**src/hdl/sipo_shifter_params.svh**
```systemverilog
/*
 Constants for the serial-in parallel-out shifter: widths, stage indices
 and clear values. Assumes inclusion by bare name from design files.
*/
`ifndef SIPO_SHIFTER_PARAMS_SVH
`define SIPO_SHIFTER_PARAMS_SVH

`define SIPO_WIDTH        8
`define SIPO_LAST_STAGE   7
`define SIPO_FIRST_STAGE  0
`define SIPO_CLEAR_VALUE  8'h00
`define SIPO_CLOCK_IDLE   1'h0

`endif

```
**src/hdl/sipo_shifter_pkg.sv**
```systemverilog
/*
 Types for the serial-in parallel-out shifter.
 Assumes the params header is compiled alongside.
*/
`include "sipo_shifter_params.svh"

package sipo_shifter_pkg;
    typedef logic [`SIPO_WIDTH-1:0] byte_word_t;

    typedef struct packed {
        logic serial_in;
        logic shift_clock;
        logic storage_clock;
        logic shift_clear_n;
        logic storage_clear_n;
    } host_pins_t;
endpackage

```
**src/hdl/sipo_shifter.sv**
```systemverilog
/*
 Serial-in parallel-out shifter with a storage register and a serial
 output for cascading.

 Contents:
  - edge detection on the shift clock and storage clock pins
  - an eight-stage shift chain with a level-sensitive shift clear
  - a storage register, in a module of its own, with its own clear
  - the serial output, taken from the last shift stage
  - the parallel outputs, taken straight from the storage register

 Pin use:
  - serial_in: level entered into stage 0 at a shift edge
  - shift_clock: a rising level moves the chain by one stage
  - storage_clock: a rising level copies the chain into storage
  - shift_clear_n: low holds the chain and serial_out at zero
  - storage_clear_n: low holds storage and parallel_out at zero
  - parallel_out: bit n shows stored stage n
  - serial_out: shows the last shift stage

 Behaviour as seen from the pins:
  - a clock pin edge is a low sample followed by a high sample
  - chain and storage change at the sys_clk edge that sees the high sample
  - outputs show the new value from the following cycle on
  - a clear acts at the next sys_clk edge and wins over its own clock edge
  - both clocks rising together store the chain as it was before the shift

 Cascading:
  - serial_out of one block feeds serial_in of the next
  - the clocks and clears are shared along the chain
  - a chain of k blocks holds eight times k bits

 Reset:
  - clears the chain, the storage register and both clock histories
  - the first clock edge is accepted in the cycle after release

 Limitations:
  - a clock pulse shorter than one sys_clk cycle may go unseen
  - back to back pulses need at least two sys_clk cycles each
  - a pin held high through reset counts as an edge at release

 Assumptions about the surroundings:
  - every host pin is synchronous to sys_clk
  - reset is synchronous and active high; one edge clears everything
  - the package and the params header are compiled before this file
*/
`timescale 1ns/10ps
`default_nettype none
`include "sipo_shifter_params.svh"

module sipo_shifter #(
    parameter int WIDTH = `SIPO_WIDTH
) (
    input  wire logic                         sys_clk,
    input  wire logic                         reset,
    input  wire sipo_shifter_pkg::host_pins_t pins,
    output logic [WIDTH-1:0]                  parallel_out,
    output logic                              serial_out
);

    // stage positions within the shift chain
    localparam int FIRST_STAGE = `SIPO_FIRST_STAGE;
    localparam int LAST_STAGE  = WIDTH - 1;

    // host pins, split out by purpose
    logic             data_pin;
    logic             shift_clock_pin;
    logic             storage_clock_pin;
    logic             shift_clear_active;
    logic             storage_clear_active;

    // clock pin levels seen at the previous sys_clk edge
    logic             shift_clock_d;
    logic             storage_clock_d;

    // detected rising edges, one sys_clk cycle wide
    logic             shift_edge;
    logic             storage_edge;

    // shift chain and the value it takes on a shift
    logic [WIDTH-1:0] shift_stage;
    logic [WIDTH-1:0] shifted;

    // storage register controls
    logic [WIDTH-1:0] store_source;
    logic             store_clear;
    logic             store_load;

    // rising edge: low at the previous sample, high now
    function automatic logic rose_seen(
        input logic now_level,
        input logic last_level
    );
        return now_level & ~last_level;
    endfunction

    // new bit enters stage 0, every other stage takes the one below
    function automatic logic [WIDTH-1:0] shift_once(
        input logic [WIDTH-1:0] stages,
        input logic             new_bit
    );
        logic [WIDTH-1:0] moved;
        moved[FIRST_STAGE] = new_bit;
        for (int n = FIRST_STAGE + 1; n < WIDTH; n++) begin
            moved[n] = stages[n-1];
        end
        return moved;
    endfunction

    // zeros while the shift clear holds, else the chain as it stands
    function automatic logic [WIDTH-1:0] store_pick(
        input logic             clear_active,
        input logic [WIDTH-1:0] stages
    );
        logic [WIDTH-1:0] picked;
        picked = stages;
        if (clear_active) begin
            picked = '0;
        end
        return picked;
    endfunction

    // split the carrier into single pins
    assign data_pin             = pins.serial_in;
    assign shift_clock_pin      = pins.shift_clock;
    assign storage_clock_pin    = pins.storage_clock;
    assign shift_clear_active   = ~pins.shift_clear_n;
    assign storage_clear_active = ~pins.storage_clear_n;

    // reset level matches the idle low pin, so no false edge
    always_ff @(posedge sys_clk) begin
        if (reset) begin
            shift_clock_d <= `SIPO_CLOCK_IDLE;
        end else begin
            shift_clock_d <= shift_clock_pin;
        end
    end

    // storage clock history, same scheme
    always_ff @(posedge sys_clk) begin
        if (reset) begin
            storage_clock_d <= `SIPO_CLOCK_IDLE;
        end else begin
            storage_clock_d <= storage_clock_pin;
        end
    end

    // one-cycle strobes from the two clock pins
    assign shift_edge   = rose_seen(shift_clock_pin, shift_clock_d);
    assign storage_edge = rose_seen(storage_clock_pin, storage_clock_d);

    assign shifted = shift_once(shift_stage, data_pin);

    // clear wins over a shift edge
    always_ff @(posedge sys_clk) begin
        if (reset) begin
            shift_stage <= '0;
        end else begin
            unique case ({shift_clear_active, shift_edge})
                2'h0: begin
                    shift_stage <= shift_stage;
                end
                2'h1: begin
                    shift_stage <= shifted;
                end
                2'h2, 2'h3: begin
                    shift_stage <= '0;
                end
            endcase
        end
    end

    // already zero under shift clear
    assign serial_out = shift_stage[LAST_STAGE];

    // pre-shift contents, so a shared clock stores one pulse behind
    assign store_source = store_pick(shift_clear_active, shift_stage);

    // clear wins over a storage edge
    always_comb begin
        store_clear = 1'h0;
        store_load  = 1'h0;
        unique case ({storage_clear_active, storage_edge})
            2'h0: begin
                store_clear = 1'h0;
                store_load  = 1'h0;
            end
            2'h1: begin
                store_load  = 1'h1;
            end
            2'h2, 2'h3: begin
                store_clear = 1'h1;
            end
        endcase
    end

    // storage register drives the parallel outputs
    storage_register #(
        .WIDTH (WIDTH)
    ) u_storage (
        .sys_clk   (sys_clk),
        .reset     (reset),
        .clear     (store_clear),
        .load      (store_load),
        .load_data (store_source),
        .data      (parallel_out)
    );
endmodule

`default_nettype wire

```
**src/hdl/storage_register.sv**
```systemverilog
/*
 Storage register: loads the shift contents on a load strobe, clears while
 the clear is high. Read data come straight from the register.
 Assumes one clock, synchronous active-high reset.
*/
`timescale 1ns/10ps
`default_nettype none
`include "sipo_shifter_params.svh"

module storage_register #(
    parameter int WIDTH = `SIPO_WIDTH
) (
    input  wire logic             sys_clk,
    input  wire logic             reset,
    input  wire logic             clear,
    input  wire logic             load,
    input  wire logic [WIDTH-1:0] load_data,
    output logic      [WIDTH-1:0] data
);
    always_ff @(posedge sys_clk) begin
        if (reset || clear) begin
            data <= '0;
        end else if (load) begin
            data <= load_data;
        end
    end
endmodule

`default_nettype wire

```
**config.mk**
```make
export PLATFORM = sky130hd
export DESIGN_NAME = sipo_shifter
export DESIGN_NICKNAME = d
export VERILOG_FILES = /design/src/hdl/sipo_shifter_pkg.sv /design/src/hdl/sipo_shifter.sv /design/src/hdl/storage_register.sv
export VERILOG_INCLUDE_DIRS = /design/src /design/src/hdl
export SDC_FILE = /design/constraint.sdc
export NUM_CORES = 1
export LEC_CHECK = 0
export BUFFER_PORTS_ARGS = -buffer_cell sky130_fd_sc_hd__clkbuf_2
export CAP_MARGIN = 20
export CORE_MARGIN = 2
export CORE_UTILIZATION = 41
export CTS_BUF_LIST = sky130_fd_sc_hd__clkbuf_4
export DETAILED_ROUTE_END_ITERATION = 7
export PLACE_DENSITY_LB_ADDON = 0.05
export SLEW_MARGIN = 20
export SYNTH_ARGS = -nofsm -noshare
export SYNTH_HDL_FRONTEND = slang
export SYNTH_SLANG_ARGS = --single-unit
```
**constraint.sdc**
```tcl
create_clock -name sys_clk -period 0.92 [get_ports sys_clk]
set_clock_uncertainty 0.05 [all_clocks]
set_input_delay 0.184 -clock sys_clk [delete_from_list [all_inputs] [get_ports sys_clk]]
set_output_delay 0.184 -clock sys_clk [all_outputs]
set_load 0.02 [all_outputs]
```
# Yosys cells after proc, flatten, opt, wreduce, memory -nomap -nowiden
# Index checks and enable logic that the tools add are counted.
word_totals:
  reg_bits: 18
  inputBits: 7
  output_inout_bits: 9
  wordCells: 24
classes:
  n_eq_ne: 6
  n_mux: 4
  bitwise: 6
  reduce_logical: 4
ops:
  columns: ["op", "count"]
  rows:
  - ["$pmux 8 s2", 1]
  - ["$eq 2x2->1 const B", 4]
  - ["$mux 8", 1]
  - ["$eq 2x1->1 const B", 2]
  - ["$not 1->1", 4]
  - ["$reduce_or 2->1", 2]
  - ["$and 1x1->1", 2]
  - ["$logic_not 2->1", 1]
  - ["$mux 1", 2]
  - ["$logic_or 1x1->1", 1]

# Depth between registers and ports, before layout
depth:
  ltp_word: 6
  ltp_mapped: 4
  depth_no_buf: 3

# By module
# From an unflattened synthesis, not the netlist that was laid out.
hier_totals:
  hier_cells: 80
  hier_area_um2: 735.7
modules_own_cells:
  columns: ["module", "instances", "cells_per_inst", "area_each_um2", "seq_area_each_um2"]
  rows:
  - ["sipo_shifter", 1, 53, 440.4, 200.2]
  - ["storage_register", 1, 27, 295.3, 160.2]

# Least setup slack after synthesis
# OpenSTA, ideal clock, no wires.
synth_path:
  path_type: "reg2reg"
  start: "reg storage_clock_d"
  end: "reg u_storage.data[0]"
  setup_ns: 0.128
  arrival_ns: 0.693
  required_time_ns: 0.742
  setup_slack_ns: 0.049
  stages_incl_launch_ff: 5
  path_buffers: 1
  period_less_slack_ns: 0.871
  path_cell_list: "dfxtp_1 nand2b_1 buf_4 nand2_1 a21oi_1"
synth_between:
  elab_chain_cells: 6
  word_cells_on_any_way: 9
  classes_between: "eq/ne: 3; mux: 2; bitwise: 2; reduce/logical: 2"
synth_lines:
  columns: ["item", "line", "rtl"]
  rows:
  - ["start: declaration", "sipo_shifter.sv:74", "logic storage_clock_d;"]
  - ["start signal: assignment", "sipo_shifter.sv:142", "storage_clock_d <= `SIPO_CLOCK_IDLE;"]
  - ["start signal: assignment", "sipo_shifter.sv:144", "storage_clock_d <= storage_clock_pin;"]
  - ["$not 1->1 (*)", "sipo_shifter.sv:94", "return now_level & ~last_level;"]
  - ["$and 1x1->1 (*)", "sipo_shifter.sv:94", null]
  - ["$eq 2x2->1", "sipo_shifter.sv:183", "unique case ({storage_clear_active, storage_edge})"]
  - ["$reduce_or 2->1", "sipo_shifter.sv:183", null]
  - ["$mux 1", "sipo_shifter.sv:183", null]
  - ["$logic_or 1x1->1", "storage_register.sv:21", "if (reset || clear) begin"]
  - ["end signal: assignment", "storage_register.sv:24", "data <= load_data;"]
  - ["end: declaration", "storage_register.sv:18", "output logic [WIDTH-1:0] data"]
# Every way passes the cells marked *; elsewhere a longest branch is shown, timed or not.
# A chain may end at the register's enable or synchronous reset.

# Worst setup path in the final report
layout_path:
  start: "reg shift_stage[7]"
  end: "out serial_out"
layout_rtl:
  columns: ["item", "line", "rtl"]
  rows:
  - ["start: declaration", "sipo_shifter.sv:81", "logic [WIDTH-1:0] shift_stage;"]
  - ["start signal: assignment", "sipo_shifter.sv:161", "shift_stage <= shift_stage;"]
  - ["start signal: assignment", "sipo_shifter.sv:164", "shift_stage <= shifted;"]
  - ["end: declaration", "sipo_shifter.sv:58", "output logic serial_out"]
# No word-level cell between the ends.

==> flow_metrics.tcl <==
set metrics [dict create \
    postSynthRegisterBits 18 \
    detail_route.iter0.violations 10 \
    die_outline_area_um2 1990 \
    via_count 577 \
    cap_viol_max_count 0 \
    cts_tree "done" \
    netlist_area_um2 676 \
    setup_viol 12 \
    clk_path_buf_depth 2 \
    commonest_cells_after_routing_fill_and_taps_aside "sky130_fd_sc_hd__nand2_1 (24), sky130_fd_sc_hd__dfxtp_2 (11), sky130_fd_sc_hd__buf_8 (9)" \
    hold_class "in -> reg" \
    violations "negative setup slack" \
    layout_commonest_cell "sky130_fd_sc_hd__nand2_1" \
    placer_congestion 0.742 \
    n_antenna_cell 0 \
    antenna_left 0 \
    synthesized_nets 88 \
    worst_setup_path_end_kind "output port" \
    initial_core_util 0.443 \
    width_of_the_die_um 44.6 \
    timing.max_slew.rel_slack 0.687 \
    final_cycle_share 1.08 \
    timing.final.crit_period_ps 995 \
    final_critical_path_setup_slack_ps -74.8 \
    crit_chain "buf_8" \
    critical_path_class "reg -> out" \
    wirelength_um 1340 \
    clock-sinks 18 \
    critPathMaxFanout 2 \
    multi_input_area_um2 345 \
    vias_per_cell 5.02 \
    port-buffer-count 15 \
    cts_buffer_count 3 \
    seq_total_area_yosys 0.533 \
    cts_root_buffer "sky130_fd_sc_hd__clkbuf_4" \
    fillerInstances 129 \
    worst_pin_slew_ps 470 \
    groute.usage.overall 0.152 \
    ir_drop_mv 0.777 \
    grt_antenna_before_repair 0 \
    distinct_cell_type_count_after_synthesis 11 \
    design_power_total_mw 1.30 \
    drc 0 \
    layout-drive-gt1-share 0.525 \
    worst_setup_path_start_kind "flop" \
    critical_path_buf_inv_count 1 \
    finalMaxSlewViolations 0 \
    dp_hpwl_um 846 \
    route.detailed.wl_per_inst_um 11.6 \
    maxClockFrequency_mhz 1010 \
    cellPowerDensity_nw_per_um2 1310 \
    required_ps 690 \
    worst_path_largest_cell_delay_ps 360 \
    post-route-util 0.649 \
    p_leak_nw 0.351 \
    worstSkewPairLatency_ps 290 \
    yosys_warnings 0 \
    preCtsSetupSlack_ps -136 \
    clkTransAtPathRegs_ps 110 \
    timing.critical_path.max_delay_family "flip-flops" \
    syn-mean-instance-area_um2 8.34 \
    maximum_number_of_pins_on_one_net_before_global_route_repair 11 \
    h-tree-depth 1 \
    num_io_pins 16 \
    chipHeight_um 44.6 \
    outcome "complete, but fails checks" \
    coreArea_um2 1520 \
    critical_path_arrival_ps 760 \
    placementRows 14 \
    grt_pass1_vias 496 \
    syn_inst 81 \
    rsz0062_at_grt "true" \
    first_pass_iters 4 \
    flow.area_growth_from_synthesis_pct 46.3 \
    cpMaxStageDelayCell "sky130_fd_sc_hd__dfxtp_2" \
    timing.final.hold_violations 0 \
    seq_area_um2 374 \
    grt_pass1_wl_um 2100 \
    grt.overflow.total 0 \
    fin_nets 107 \
]
-- layer usage --
metal | part of all wire | global-route usage
met5 | 0 | 0
met4 | 0.013 | 0.109
met3 | 0.024 | 0.0367
met2 | 0.48 | 0.217
met1 | 0.48 | 0.196
-- stage by stage --
step / setup TNS, ps / instances / area [um^2] / hold WS, ps
4_1_cts: -800 / 114 / 910 / 31.1
2_1_floorplan: 0 / 81 / 676 / 206
3_3_place_gp: -1120 / 108 / 758 / 334
5_1_grt: -1510 / 115 / 988 / 30.6
3_5_place_dp: -1500 / 108 / 758 / 341
6_report: -685 / 115 / 988 / 36.9
-- power breakdown --
| group | internal, mW | switching (mW) | total [mW] | leakage [nW] |
|---|---|---|---|---|
| clock network | 0.158 | 0.243 | 0.401 | 0.0154 |
| logic | 0.0440 | 0.0604 | 0.104 | 0.185 |
| registers | 0.786 | 0.00605 | 0.792 | 0.151 |
| total | 0.987 | 0.309 | 1.30 | 0.351 |
-- worst register-to-register path: cells and delay by family (launching register included) --
kind	cells	cell delay [ps]
AO/OA/AOI/OAI	1	130
flip-flops	1	350
AND/OR/NAND/NOR	2	360
-- cells by family after synthesis --
kind of cell           share of synthesized area
and+or+nand+nor                            0.278
buffers and inverters                     0.0704
DFF                                        0.533
AOI/OAI and AO/OA                          0.119
-- cells in the mapped netlist --
| cell | number | area (um^2) |
|---|---|---|
| sky130_fd_sc_hd__nand2_1 | 24 | 90.1 |
| sky130_fd_sc_hd__dfxtp_1 | 18 | 360 |
| sky130_fd_sc_hd__a21oi_1 | 16 | 80.1 |
| sky130_fd_sc_hd__nand3_1 | 8 | 40.0 |
| sky130_fd_sc_hd__nand2b_1 | 4 | 25.0 |
| sky130_fd_sc_hd__buf_4 | 3 | 22.5 |
| sky130_fd_sc_hd__nor2b_1 | 3 | 18.8 |
| sky130_fd_sc_hd__buf_2 | 2 | 10.0 |
| sky130_fd_sc_hd__buf_6 | 1 | 11.3 |
| sky130_fd_sc_hd__clkbuf_1 | 1 | 3.75 |
| sky130_fd_sc_hd__nor2b_4 | 1 | 13.8 |
-- final timing paths --
| kind | startpoint | endpoint | slack, ps | cells after the start |
|---|---|---|---|---|
| worst max register to register | storage_clock_d | u_storage.data[1] | -30 | 3 |
| worst min-delay path | reset | storage_clock_d | 40 | 2 |
| worst max-delay path | shift_stage[7] | serial_out | -70 | 1 |
| worst min register to register | u_storage.data[1] | u_storage.data[1] | 430 | 2 |
-- timing repair --
action	in CTS	in global routing
setup endpoints to repair	25	25
pin swaps	0	8
buffers inserted	2	2
gates resized for setup	31	24
hold endpoints to repair	0	0
hold buffers	0	0
-- area by class of cell --
type                       count  share of cell area
tap                           16              0.0203
clock inverter                 1             0.00380
sequential                    18               0.378
timing repair buffer          21               0.225
clock buffer                   3              0.0228
multi-input combinational     56               0.349
-- sequential cells by signal, indices dropped and copies added, names as in the netlist --
signal and flops:
u_storage.data 8, shift_stage 8, storage_clock_d 1, shift_clock_d 1
Power figures use the tool's default switching activity.
